### src/lin_status_pkg.sv
package lin_status_pkg;
    // Register indices; byte address is four times the index
    localparam logic [5:0] IDX_CTRL = 6'h08;
    localparam logic [5:0] IDX_STAT = 6'h09;
    localparam logic [5:0] IDX_ERR = 6'h0A;
    localparam logic [5:0] IDX_MODE = 6'h0F;
    // Control bit positions
    localparam int CTRL_STOP = 7;
    localparam int CTRL_ACK = 4;
    localparam int CTRL_INTERRUPT_CLEAR_CMD = 3;
    localparam int CTRL_ERROR_CLEAR_CMD = 2;
    // Mode bit position (1 = slave)
    localparam int MODE_SLAVE = 0;
    // Reset values
    localparam logic [7:0] STAT_RESET = 8'h00;
    localparam logic [7:0] ERR_RESET = 8'h00;
    localparam logic MODE_RESET = 1'b0;
    // Timing
    localparam longint CLK_HZ = 40000000;
    localparam longint IDLE_TIME_S = 4;
    localparam longint IDLE_CYC = IDLE_TIME_S * CLK_HZ;
    localparam longint FRAME_MAX_US = 10000;
    localparam longint FRAME_CYC = FRAME_MAX_US * CLK_HZ / 1000000;
    localparam int CNT_W = 28;
    // Status register layout, bit 7 first
    typedef struct packed {
        logic active;
        logic idle_timeout_error_flag;
        logic abort;
        logic data_request_flag;
        logic int_pend;
        logic error;
        logic wakeup;
        logic done;
    } status_type;
    // Error register layout, bit 7 first
    typedef struct packed {
        logic [2:0] unused;
        logic sync_err;
        logic parity;
        logic timeout_error_flag;
        logic chk;
        logic bit_err;
    } errors_type;
endpackage

### src/lin_status_regs.sv
// The APB interface to the registers is this design's own decision.
`timescale 1ns/1ps
// How it works
// - Bit 7 follows bus activity
// - Slave: flag four seconds idle unless asleep
// - Slave: abort on early break or stop
// - Clean sync break clears abort
// - Slave: data request on data identifier
// - Interrupt pending held, cleared by command
// - Error flag set, cleared by command
// - Wakeup flag while sending or received
// - Done cleared at start, set at end
// - Status 0x09, errors 0x0A, read-only
// - Error bits 7:5 read zero
// - Slave: sync field tolerance error
// - Slave: identifier parity error
// - Master: missing slave response is timeout
// - Slave: missing data is timeout
// - Overlong frame is timeout
// - Ack or stop due before first byte
// - Checksum mismatch error
// - Sent versus monitored bit mismatch
// - Error clear wipes error register and status error flag
// - Slave stop blocks until sync break
// - Data ack clears itself
module lin_status_regs #(
    parameter longint IDLE_CYCLES = lin_status_pkg::IDLE_CYC,
    parameter longint FRAME_CYCLES = lin_status_pkg::FRAME_CYC
) (
    input wire logic CLOCK,
    input wire logic RST,
    input wire logic PSEL,
    input wire logic PENABLE,
    input wire logic PWRITE,
    input wire logic [7:0] PADDR,
    input wire logic [31:0] PWDATA,
    output logic [31:0] PRDATA,
    output logic PREADY,
    output logic PSLVERR,
    input wire logic BUS_ACTIVE,
    input wire logic BUS_SLEEP,
    input wire logic SYNC_BREAK,
    input wire logic FRAME_START,
    input wire logic FRAME_DONE,
    input wire logic ID_DATA,
    input wire logic FIRST_BYTE_DONE,
    input wire logic SYNC_TOL_ERR,
    input wire logic ID_PARITY_ERR,
    input wire logic RESP_MISSING,
    input wire logic DATA_MISSING,
    input wire logic CHECKSUM_ERR,
    input wire logic BIT_CHECK,
    input wire logic TX_BIT,
    input wire logic RX_BIT,
    input wire logic WAKEUP_TX,
    input wire logic WAKEUP_RX,
    output logic DATA_ACK,
    output logic BLOCKED
);
    // Flag registers
    lin_status_pkg::status_type st_r;
    lin_status_pkg::errors_type err_r;
    // Software settings, commands and internal frame state
    logic slave_r;
    logic data_ack_r;
    logic blocked_r;
    logic frame_busy_r;
    logic await_ack_r;
    logic wake_rx_r;
    logic [31:0] prdata_r;
    // Timers
    logic [lin_status_pkg::CNT_W-1:0] idle_cnt_r;
    logic [lin_status_pkg::CNT_W-1:0] frame_cnt_r;
    // Decoded bus strobes
    logic wr_acc;
    logic [5:0] idx;
    logic hit;
    logic wr_ctrl;
    logic stop_wr;
    logic ack_wr;
    logic interrupt_clear_cmd_wr;
    logic error_clear_cmd_wr;
    // Events after stop blocking
    logic id_evt;
    logic done_evt;
    // Error set terms
    logic set_sync;
    logic set_par;
    logic set_timeout_error_flag;
    logic set_chk;
    logic set_bit;
    logic any_err_set;
    logic any_int_set;
    logic frame_over;
    logic idle_hit;
    logic [7:0] stat_view;

    // Bus decode; address bits 1:0 are ignored
    assign idx = PADDR[7:2];
    assign wr_acc = PSEL && PENABLE && PWRITE;
    assign hit = (idx == lin_status_pkg::IDX_CTRL) || (idx == lin_status_pkg::IDX_STAT)
        || (idx == lin_status_pkg::IDX_ERR) || (idx == lin_status_pkg::IDX_MODE);
    assign wr_ctrl = wr_acc && (idx == lin_status_pkg::IDX_CTRL);
    assign stop_wr = wr_ctrl && PWDATA[lin_status_pkg::CTRL_STOP] && slave_r;
    assign ack_wr = wr_ctrl && PWDATA[lin_status_pkg::CTRL_ACK];
    assign interrupt_clear_cmd_wr = wr_ctrl && PWDATA[lin_status_pkg::CTRL_INTERRUPT_CLEAR_CMD];
    assign error_clear_cmd_wr = wr_ctrl && PWDATA[lin_status_pkg::CTRL_ERROR_CLEAR_CMD];
    // Zero wait states
    assign PREADY = 1'b1;
    // Unmapped words answer with an error
    assign PSLVERR = PSEL && PENABLE && !hit;
    assign PRDATA = prdata_r;
    assign DATA_ACK = data_ack_r;
    assign BLOCKED = blocked_r;

    // a blocked slave ignores frame events
    assign id_evt = ID_DATA && slave_r && !blocked_r;
    assign done_evt = FRAME_DONE && !blocked_r;
    assign frame_over = frame_busy_r
        && (frame_cnt_r == lin_status_pkg::CNT_W'(FRAME_CYCLES - 1));
    assign idle_hit = idle_cnt_r == lin_status_pkg::CNT_W'(IDLE_CYCLES - 1);

    // Error detection terms
    // sync tolerance, slave only
    assign set_sync = SYNC_TOL_ERR && slave_r && !blocked_r;
    assign set_par = ID_PARITY_ERR && slave_r && !blocked_r;
    assign set_timeout_error_flag = (RESP_MISSING && !slave_r) || (DATA_MISSING && slave_r)
        || frame_over || (FIRST_BYTE_DONE && await_ack_r && !ack_wr && !stop_wr);
    assign set_chk = CHECKSUM_ERR && !blocked_r;
    // monitored bit differs from sent bit
    assign set_bit = BIT_CHECK && (TX_BIT != RX_BIT);
    assign any_err_set = set_sync || set_par || set_timeout_error_flag || set_chk || set_bit;
    // events that raise the pending flag
    assign any_int_set = done_evt || id_evt || WAKEUP_RX || any_err_set;

    // Read view; the status flags as stored, bit 2 driven from the error flag
    always_comb begin
        stat_view = st_r;
        stat_view[2] = st_r.error;
    end

    // Mode register, written by software
    always_ff @(posedge CLOCK or posedge RST) begin
        if (RST) begin
            slave_r <= lin_status_pkg::MODE_RESET;
        end else if (wr_acc && idx == lin_status_pkg::IDX_MODE) begin
            slave_r <= PWDATA[lin_status_pkg::MODE_SLAVE];
        end
    end

    // Read data is captured in the setup cycle
    always_ff @(posedge CLOCK or posedge RST) begin
        if (RST) begin
            prdata_r <= 32'h00000000;
        end else if (PSEL && !PENABLE && !PWRITE) begin
            prdata_r <= 32'h00000000;
            case (idx)
                // Control: only data ack reads back
                lin_status_pkg::IDX_CTRL: begin
                    prdata_r[lin_status_pkg::CTRL_ACK] <= data_ack_r;
                end
                lin_status_pkg::IDX_STAT: begin
                    prdata_r[7:0] <= stat_view;
                end
                lin_status_pkg::IDX_ERR: begin
                    prdata_r[7:0] <= {3'h0, err_r[4:0]};
                end
                lin_status_pkg::IDX_MODE: begin
                    prdata_r[0] <= slave_r;
                end
                // Unmapped reads return zero
                default: begin
                    prdata_r <= 32'h00000000;
                end
            endcase
        end
    end

    // data ack is a one-cycle command
    always_ff @(posedge CLOCK or posedge RST) begin
        if (RST) begin
            data_ack_r <= 1'b0;
        end else begin
            data_ack_r <= ack_wr && slave_r;
        end
    end

    // stop blocks until next sync break
    always_ff @(posedge CLOCK or posedge RST) begin
        if (RST) begin
            blocked_r <= 1'b0;
        end else if (stop_wr) begin
            blocked_r <= 1'b1;
        end else if (SYNC_BREAK) begin
            blocked_r <= 1'b0;
        end
    end

    // Frame in flight, from break or start to done
    always_ff @(posedge CLOCK or posedge RST) begin
        if (RST) begin
            frame_busy_r <= 1'b0;
        end else if (SYNC_BREAK || FRAME_START) begin
            frame_busy_r <= 1'b1;
        end else if (FRAME_DONE || frame_over || stop_wr) begin
            frame_busy_r <= 1'b0;
        end
    end

    always_ff @(posedge CLOCK or posedge RST) begin
        if (RST) begin
            frame_cnt_r <= '0;
        end else if (!frame_busy_r || SYNC_BREAK || FRAME_START) begin
            frame_cnt_r <= '0;
        end else begin
            frame_cnt_r <= frame_cnt_r + 1'b1;
        end
    end

    // window for ack or stop after identifier
    always_ff @(posedge CLOCK or posedge RST) begin
        if (RST) begin
            await_ack_r <= 1'b0;
        end else if (id_evt) begin
            await_ack_r <= 1'b1;
        end else if (ack_wr || stop_wr || FIRST_BYTE_DONE || SYNC_BREAK) begin
            await_ack_r <= 1'b0;
        end
    end

    // idle timer, restarted by any activity
    always_ff @(posedge CLOCK or posedge RST) begin
        if (RST) begin
            idle_cnt_r <= '0;
        end else if (BUS_ACTIVE || !slave_r || BUS_SLEEP) begin
            idle_cnt_r <= '0;
        end else if (!idle_hit) begin
            idle_cnt_r <= idle_cnt_r + 1'b1;
        end
    end

    always_ff @(posedge CLOCK or posedge RST) begin
        if (RST) begin
            st_r.active <= 1'b0;
        end else begin
            st_r.active <= BUS_ACTIVE;
        end
    end

    // idle flag, dropped by activity or sleep
    always_ff @(posedge CLOCK or posedge RST) begin
        if (RST) begin
            st_r.idle_timeout_error_flag <= 1'b0;
        end else begin
            st_r.idle_timeout_error_flag <= idle_hit && slave_r && !BUS_SLEEP && !BUS_ACTIVE;
        end
    end

    // Abort: set wins over the clean-break clear
    always_ff @(posedge CLOCK or posedge RST) begin
        if (RST) begin
            st_r.abort <= 1'b0;
        end else if (slave_r && (stop_wr || (SYNC_BREAK && frame_busy_r))) begin
            st_r.abort <= 1'b1;
        end else if (SYNC_BREAK) begin
            st_r.abort <= 1'b0;
        end
    end

    always_ff @(posedge CLOCK or posedge RST) begin
        if (RST) begin
            st_r.data_request_flag <= 1'b0;
        end else if (id_evt) begin
            st_r.data_request_flag <= 1'b1;
        end else if (!slave_r || ack_wr || stop_wr || SYNC_BREAK) begin
            st_r.data_request_flag <= 1'b0;
        end
    end

    // pending flag; a new event beats the clear
    always_ff @(posedge CLOCK or posedge RST) begin
        if (RST) begin
            st_r.int_pend <= 1'b0;
        end else if (any_int_set) begin
            st_r.int_pend <= 1'b1;
        end else if (interrupt_clear_cmd_wr) begin
            st_r.int_pend <= 1'b0;
        end
    end

    always_ff @(posedge CLOCK or posedge RST) begin
        if (RST) begin
            st_r.error <= 1'b0;
        end else if (any_err_set) begin
            st_r.error <= 1'b1;
        end else if (error_clear_cmd_wr) begin
            st_r.error <= 1'b0;
        end
    end

    // received wakeup is held until next frame
    always_ff @(posedge CLOCK or posedge RST) begin
        if (RST) begin
            wake_rx_r <= 1'b0;
        end else if (WAKEUP_RX) begin
            wake_rx_r <= 1'b1;
        end else if (SYNC_BREAK || FRAME_START) begin
            wake_rx_r <= 1'b0;
        end
    end

    always_ff @(posedge CLOCK or posedge RST) begin
        if (RST) begin
            st_r.wakeup <= 1'b0;
        end else begin
            st_r.wakeup <= WAKEUP_TX || WAKEUP_RX || wake_rx_r;
        end
    end

    // done flag; start of a frame wins
    always_ff @(posedge CLOCK or posedge RST) begin
        if (RST) begin
            st_r.done <= 1'b0;
        end else if (FRAME_START) begin
            st_r.done <= 1'b0;
        end else if (done_evt) begin
            st_r.done <= 1'b1;
        end
    end

    // Error word; each set beats a same-cycle clear
    always_ff @(posedge CLOCK or posedge RST) begin
        if (RST) begin
            err_r <= lin_status_pkg::ERR_RESET;
        end else begin
            // clear all, then re-apply fresh sets
            if (error_clear_cmd_wr) begin
                err_r <= lin_status_pkg::ERR_RESET;
            end
            if (set_sync) begin
                err_r.sync_err <= 1'b1;
            end
            if (set_par) begin
                err_r.parity <= 1'b1;
            end
            if (set_timeout_error_flag) begin
                err_r.timeout_error_flag <= 1'b1;
            end
            if (set_chk) begin
                err_r.chk <= 1'b1;
            end
            if (set_bit) begin
                err_r.bit_err <= 1'b1;
            end
            err_r.unused <= 3'h0;
        end
    end
endmodule

### config.mk
export PLATFORM = sky130hd
export DESIGN_NAME = lin_status_regs
export DESIGN_NICKNAME = d
export VERILOG_FILES = /design/src/lin_status_pkg.sv /design/src/lin_status_regs.sv
export SDC_FILE = /design/constraint.sdc
export NUM_CORES = 1
export LEC_CHECK = 0
export ABC_AREA = 1
export BUFFER_PORTS_ARGS = -buffer_cell sky130_fd_sc_hd__buf_4
export CAP_MARGIN = 25
export CORE_MARGIN = 5
export CORE_UTILIZATION = 55
export CTS_CLUSTER_SIZE = 10
export DETAILED_ROUTE_END_ITERATION = 16
export PLACE_DENSITY = 0.78
export SETUP_SLACK_MARGIN = 0.05
export SLEW_MARGIN = 20
export SYNTH_ARGS = -nofsm -noshare
export SYNTH_HDL_FRONTEND = slang
export SYNTH_SLANG_ARGS = --single-unit
### constraint.sdc
create_clock -name CLOCK -period 3.2 [get_ports CLOCK]
set_input_delay 0.8 -clock CLOCK [delete_from_list [all_inputs] [get_ports CLOCK]]
set_output_delay 0.8 -clock CLOCK [all_outputs]
set_load 0.005 [all_outputs]
### Word level (Yosys, flattened, before mapping)

Cells that the tools add are included.
W data, S select, Z words.

* register bits: 83

* add/sub/neg operators: 2
* eq/ne operators: 8
* multiplexer cells: 30
* reduce and logical (&&, ||, !) cells: 86

Operators with widths (number)
* $mux W28: 3
* $add A28 B1 Y28 const B: 2
* $logic_and A1 B1 Y1: 33
* $logic_or A1 B1 Y1: 29
* $eq A28 B19 Y1 const B: 1
* $eq A28 B28 Y1 const B: 1
* $reduce_bool A2 Y1: 14
* $eq A6 B4 Y1 const B: 4
* $mux W1: 22
* $logic_not A1 Y1: 10
* $pmux W1 S3: 2
* $pmux W3 S2: 1
* $mux W5: 1
* $mux W3: 1
* $ne A2 B1 Y1 const B: 1
* $ne A1 B1 Y1: 1

### Depth between registers and ports, before layout

Gate-level depths: netlist of the first run.

* word-level depth: 13
* gate-level depth with buffers: 9
* depth with buffers taken out: 9

### Least setup slack after synthesis of the first run

No wires, ideal clock.

* path kind: input port to output port
* start point: input port PADDR[4]
* end point: output port PSLVERR
* data arrival time: 1.489 ns
* data required time: 2.400 ns
* setup slack: 0.911 ns
* stages: 6
* path buffers: 0
* path through: inv_1 > nand2_1 > nor3_1 > nand2_1 > nand4_1 > inv_1

* word-level cells in the longest chain between the ends: 6
* elaborated cells between the ends (all ways): 9
* those cells by class: eq/ne: 4; reduce/logical: 5

Ends and longest elaborated chain
* start, declared: RTL line lin_status_regs.sv:35 `input wire logic [7:0] PADDR,`
* $eq A6 B4 Y1: RTL line lin_status_regs.sv:101 `assign hit = (idx == lin_status_pkg::IDX_CTRL) || (idx == lin_status_pkg::IDX_STAT)`
* $logic_or A1 B1 Y1: RTL line lin_status_regs.sv:101
* $logic_or A1 B1 Y1: RTL line lin_status_regs.sv:102 `|| (idx == lin_status_pkg::IDX_ERR) || (idx == lin_status_pkg::IDX_MODE);`
* $logic_or A1 B1 Y1 *: RTL line lin_status_regs.sv:102
* $logic_not A1 Y1 *: RTL line lin_status_regs.sv:111 `assign PSLVERR = PSEL && PENABLE && !hit;`
* $logic_and A1 B1 Y1 *: RTL line lin_status_regs.sv:111
* end, declared: RTL line lin_status_regs.sv:39 `output logic PSLVERR,`

Every way passes the cells marked *; elsewhere a longest branch is shown, timed or not.

### Worst setup path after layout of the first run

Same ends and word-level chain as after synthesis.

==> out/metrics.cfg, run 1 <==
[clock_tree]
htreeDepth=3
cts_tree=yes
cts_setup_buffers=0
clock-root-buffer=clkbuf_8
ctsResizeCount=0
cts_hold_buf=0
clock_path_buffers=2
clk_latency_ns=0.36
path_clk_slew_ns=0.09
numCtsBuffers=9
clock-sinks=83

[timing]
fmax_mhz=368
worstMarginPinSlew_ns=0.629
relSlewSlack_pct=58.0
fin_hold_ws_ns=0.442
finalHoldViolCount=0
setup_tns_ns=0
rsz0062_at_grt=no
finClkSkew_ns=0.00967
maxSlewViolCount=0
setup_viol=0
fin_crit_sh_pct=85.0
min_period_ns=2.72

[route]
firstDrtPassIters=5
via_per_inst=5.32
drc=0
wire_per_inst_um=14.3
first_iter_violations=303
wirelength_um=12600
vias=4657
drtAntennaViolNets=0

[layout]
multi_input_area_um2=2570
antennaDiodeCount=0
seqCellArea_um2=2080
nFillCells=815
area_delta_synth_final_pct=11.5
layout-drive-gt1-share_pct=13.3
layout.nets=824
layout_commonest_cell=nand2_1
fin_area_um2=5650
fin_cells=876
final_cell_mix=nand2_1, nor2_1, dfrtp_1, inv_1, nand3_1

[floorplan]
initial_core_util_pct=55.6
coreArea_um2=9110
io_pins=98
die_w_um=106
rows=35
dieArea_um2=11200
fp.dieH_um=106

[synth]
ys.flop_type=dfrtp_1
syn_inst=712
synth_area_um2=5070
synthXorXnorAreaFrac_pct=1.90
synth-seq-area-share_pct=41.0
synth_seq_cells=83
synth_compound_area_share_pct=4.79
ys_types=38
synth_mux_area_share_pct=0
ys_warn_count=0
synth_top_family_by_area=simple AND/OR/NAND/NOR gates
synth_edf_count=0
async_flop_share_pct=100
synth_adder_area_share_pct=0.494
synth.avg_cell_area_um2=7.12
synthSimpleGateAreaFrac_pct=41.7

[placed_design]
portBuffers=43
dpl.cell_count=860
dpl-instance-area_um2=5430
gp_congestion=0.943
dp_hpwl_um=9720

[critical_path]
path_cells=buf_4, inv_1, nand2_1, nor3_1, nand2_1, nand4_1, inv_1, buf_4
cp_top_family=simple AND/OR/NAND/NOR gates
cp_slowest_stage_delay_ns=0.36
crit_fanout=4
worst_path_max_delay_cell=nor3_1
cp-end-kind=output port
critPathBufInv=4
crit_required_ns=2.40
crit_type=input port to output port
critPathLaunchType=input port
worst_ep_arrival_time_ns=1.92

[pwr]
ir_drop_mv=0.218
p_per_area_nw_per_um2=368
p_leak_uw=0.00261

[run_status]
status=complete, no violations

[global_route]
grt_max_degree=58
track_usage_pct=23.1
grt_pass1_vias=4369
antenna_found_initial=0
grt_overflow=0
grt_pass1_wl_um=20900

[flow_run]
max_cap_viol_count=0

[hold_path]
hold_path_class=input port to asynchronous set/reset pin

state kept, by name, summed over array words and instances (netlist names):
| name | flops |
|---|---|
| DATA_ACK | 1 |
| BLOCKED | 1 |
| slave_r | 1 |
| st_r | 8 |
| frame_busy_r | 1 |
| frame_cnt_r | 28 |
| idle_cnt_r | 28 |
| await_ack_r | 1 |
| PRDATA | 8 |
| wake_rx_r | 1 |
| err_r | 5 |
kinds of logic after synthesis:
kind of cell	after synthesis
buf+inv	107
compound gates	42
simple gates	465
flops	83
fa+ha+maj	2
xor+xnor	11
other cells	2
path summary, 6_finish.rpt:
kind	slack (ns)	start	cells past startpoint	to
worst max-delay path	0.48	PADDR[4]	8	PSLVERR
worst max register to register	1.46	idle_cnt_r[0]	6	idle_cnt_r[14]
worst min-delay path	0.44	RST	2	st_r[1]
max in group asynchronous	2.09	RST	3	idle_cnt_r[17]
worst min register to register	0.46	wake_rx_r	2	st_r[1]
min in group CLOCK	0.46	wake_rx_r	2	st_r[1]
power by group:
| part | total [uW] | switching [uW] | internal (uW) |
|---|---|---|---|
| registers | 1080 | 14.2 | 1060 |
| clock network | 848 | 403 | 445 |
| logic | 154 | 92.4 | 61.4 |
metal layers:
metal	vias to the layer above	global-route usage, %	share of wire, %
met2	179	34.7	44
met4	0	7.49	2.5
li1	2307	-	-
met5	-	0	0
met3	24	5.22	7.5
met1	2147	33.3	46
per-stage QoR:
step / worst slack [ns] / util, % / power, uW
floorplan: 0.263 / - / 1200
global placement: 0.582 / 59.6 / 1250
detailed placement: 0.492 / 59.6 / 1250
CTS: 0.491 / 62.0 / 2100
global route: 0.393 / 62.0 / 2170
finish: 0.480 / 62.0 / 2080
cells in the mapped netlist (3+ instances only):
| cell type | n | area (um^2) |
|---|---|---|
| o21ai_0 | 14 | 70.1 |
| nor3_2 | 5 | 50.1 |
| or2_2 | 7 | 43.8 |
| buf_2 | 4 | 20.0 |
| inv_1 | 70 | 263 |
| dfrtp_1 | 83 | 2080 |
| nor3_1 | 12 | 60.1 |
| nor3_4 | 5 | 81.3 |
| o21a_1 | 3 | 22.5 |
| nor2_2 | 5 | 31.3 |
| a21oi_1 | 14 | 70.1 |
| buf_4 | 26 | 195 |
| xnor2_1 | 4 | 35.0 |
| nand2_2 | 3 | 18.8 |
| nand4_1 | 22 | 138 |
| nand3_1 | 63 | 315 |
| xor2_1 | 7 | 61.3 |
| nor2_1 | 127 | 477 |
| inv_2 | 6 | 22.5 |
| nand2_1 | 205 | 769 |
| o211ai_1 | 3 | 22.5 |
| nor2_4 | 3 | 33.8 |
layout make-up:
| class | count | area share [%] |
|---|---|---|
| inverter | 76 | 5.07 |
| timing repair buffer | 45 | 6.20 |
| multi-input combinational | 545 | 45.5 |
| tap | 111 | 2.46 |
| clock buffer | 9 | 2.19 |
| sequential | 83 | 36.8 |
| clock inverter | 7 | 1.75 |
Power figures use the tool's default switching activity.
==> run 2, diff against run 1 <==
CORE_UTILIZATION = 51   (was 55)
PLACE_DENSITY = 0.76   (was 0.78)
clock period = 2.45 ns   (was 3.2 ns; I/O delays follow)
==> out/metrics.cfg, run 2 (synthesis results as in run 1) <==
[timing]
finalHoldViolCount=0
fin_crit_sh_pct=88.1
worstMarginPinSlew_ns=0.651
relSlewSlack_pct=56.5
setup_viol=0
fmax_mhz=463
setup_tns_ns=0
timing.final.ws_setup_ns=0.292
maxSlewViolCount=0
rsz0062_at_grt=no
min_period_ns=2.16
finClkSkew_ns=0.00856

[layout]
biggestRegsByFlops=frame_cnt_r: 28 flops, idle_cnt_r: 28 flops
antennaDiodeCount=0
fin_area_um2=5680
area_delta_synth_final_pct=12.0
layout-drive-gt1-share_pct=13.3
final_cell_mix=nand2_1, nor2_1, dfrtp_1, inv_1, nand3_1
fin_cells=900
layout.nets=826
layout_commonest_cell=nand2_1

[pwr]
p_per_area_nw_per_um2=465
ir_drop_mv=0.273
p_leak_uw=0.00261

[global_route]
grt_overflow=0
grt_pass1_vias=4373
grt_pass1_wl_um=20700
grt_max_degree=84
track_usage_pct=22.1
antenna_found_initial=0

[route]
wirelength_um=12600
first_iter_violations=379
vias=4603
wire_per_inst_um=14.0
firstDrtPassIters=5
via_per_inst=5.11
drtAntennaViolNets=0
drc=0

[clock_tree]
ctsResizeCount=0
clock-root-buffer=clkbuf_8
clock-sinks=83
path_clk_slew_ns=0.09
cts_setup_buffers=0
htreeDepth=3
numCtsBuffers=9
clock_path_buffers=2
cts_tree=yes
cts_hold_buf=0
clk_latency_ns=0.36

[placed_design]
dp_hpwl_um=9680
portBuffers=43
post-place-ws_ns=0.284
dpl-instance-area_um2=5470
gp_congestion=0.934
dpl.cell_count=884

[critical_path]
cp_slowest_stage_delay_ns=0.22
worst_path_max_delay_cell=nor2_2
path_cells=buf_4, nor2_4, nand2_2, nor2_2, nor2_1, nand4_1, inv_1, buf_4
worst_ep_arrival_time_ns=1.55
cp_top_family=simple AND/OR/NAND/NOR gates
critPathBufInv=3
crit_fanout=7
crit_required_ns=1.84
crit_type=input port to output port
cp-end-kind=output port
critPathLaunchType=input port
crit_top_cell=buf_4

[flow_run]
max_cap_viol_count=0

[floorplan]
rows=36
initial_core_util_pct=52.1
fp.dieH_um=110
die_w_um=110
io_pins=98
coreArea_um2=9730
dieArea_um2=12000

[run_status]
status=complete, no violations

[hold_path]
hold_path_class=input port to asynchronous set/reset pin

-- run 2: cell types whose count changed in the layout (fill, tap and decap cells not counted), sizes merged --
cell,before,now
clkinvlp,1,2
clkbuf,9,13
clkinv,3,1
buf,45,47
inv,77,75
bufinv,2,1
-- run 2: layout make-up --
type / count / area, um^2
Multi-Input combinational cell: 545 / 2570
Inverter: 76 / 289
Clock inverter: 3 / 46.3
Timing Repair Buffer: 47 / 365
Fill cell: 932 / 4050
Sequential cell: 83 / 2080
Tap cell: 133 / 166
Clock buffer: 13 / 159
-- run 2: power breakdown --
group	internal, uW	switching (uW)	total [uW]
combinational	81.0	119	201
clock	530	503	1030
sequential	1390	17.4	1410
-- run 2: worst paths after layout --
kind / cells past startpoint / from / end / slack [ns]
min reg2reg: 2 / wake_rx_r / st_r[1] / 0.47
max reg2reg: 7 / idle_cnt_r[0] / idle_cnt_r[11] / 0.60
min in group CLOCK: 1 / BUS_ACTIVE / st_r[7] / 0.38
min: 3 / RST / frame_cnt_r[14] / 0.37
max: 8 / PADDR[7] / PSLVERR / 0.29
max in group asynchronous: 3 / RST / idle_cnt_r[26] / 1.74
-- run 2: worst register-to-register path, cell delays in order, from the launching register on --
cell and delay [ns]:
dfrtp_1 0.48, ha_1 0.31, nand2_4 0.11, nor2_8 0.17, nand2_4 0.11, nor3_4 0.21
nand3_4 0.17, nor2b_1 0.19
-- run 2: metrics by stage --
stage	hold slack, ns	utilization [%]	total power (uW)
detailed placement	0.454	56.2	1640
CTS	0.369	58.3	2670
finish	0.366	58.3	2640
global placement	0.433	56.2	1630
global route	0.363	58.3	2760
floorplan	0.418	-	1570
-- run 2: per-layer routing --
| layer | up-vias | GRT usage, % | routed length [um] |
|---|---|---|---|
| li1 | 2310 | - | - |
| met1 | 2115 | 30.5 | 5770 |
| met2 | 162 | 35.1 | 5750 |
| met3 | 16 | 4.29 | 879 |
| met4 | 0 | 7.39 | 205 |
| met5 | - | 0 | 0 |
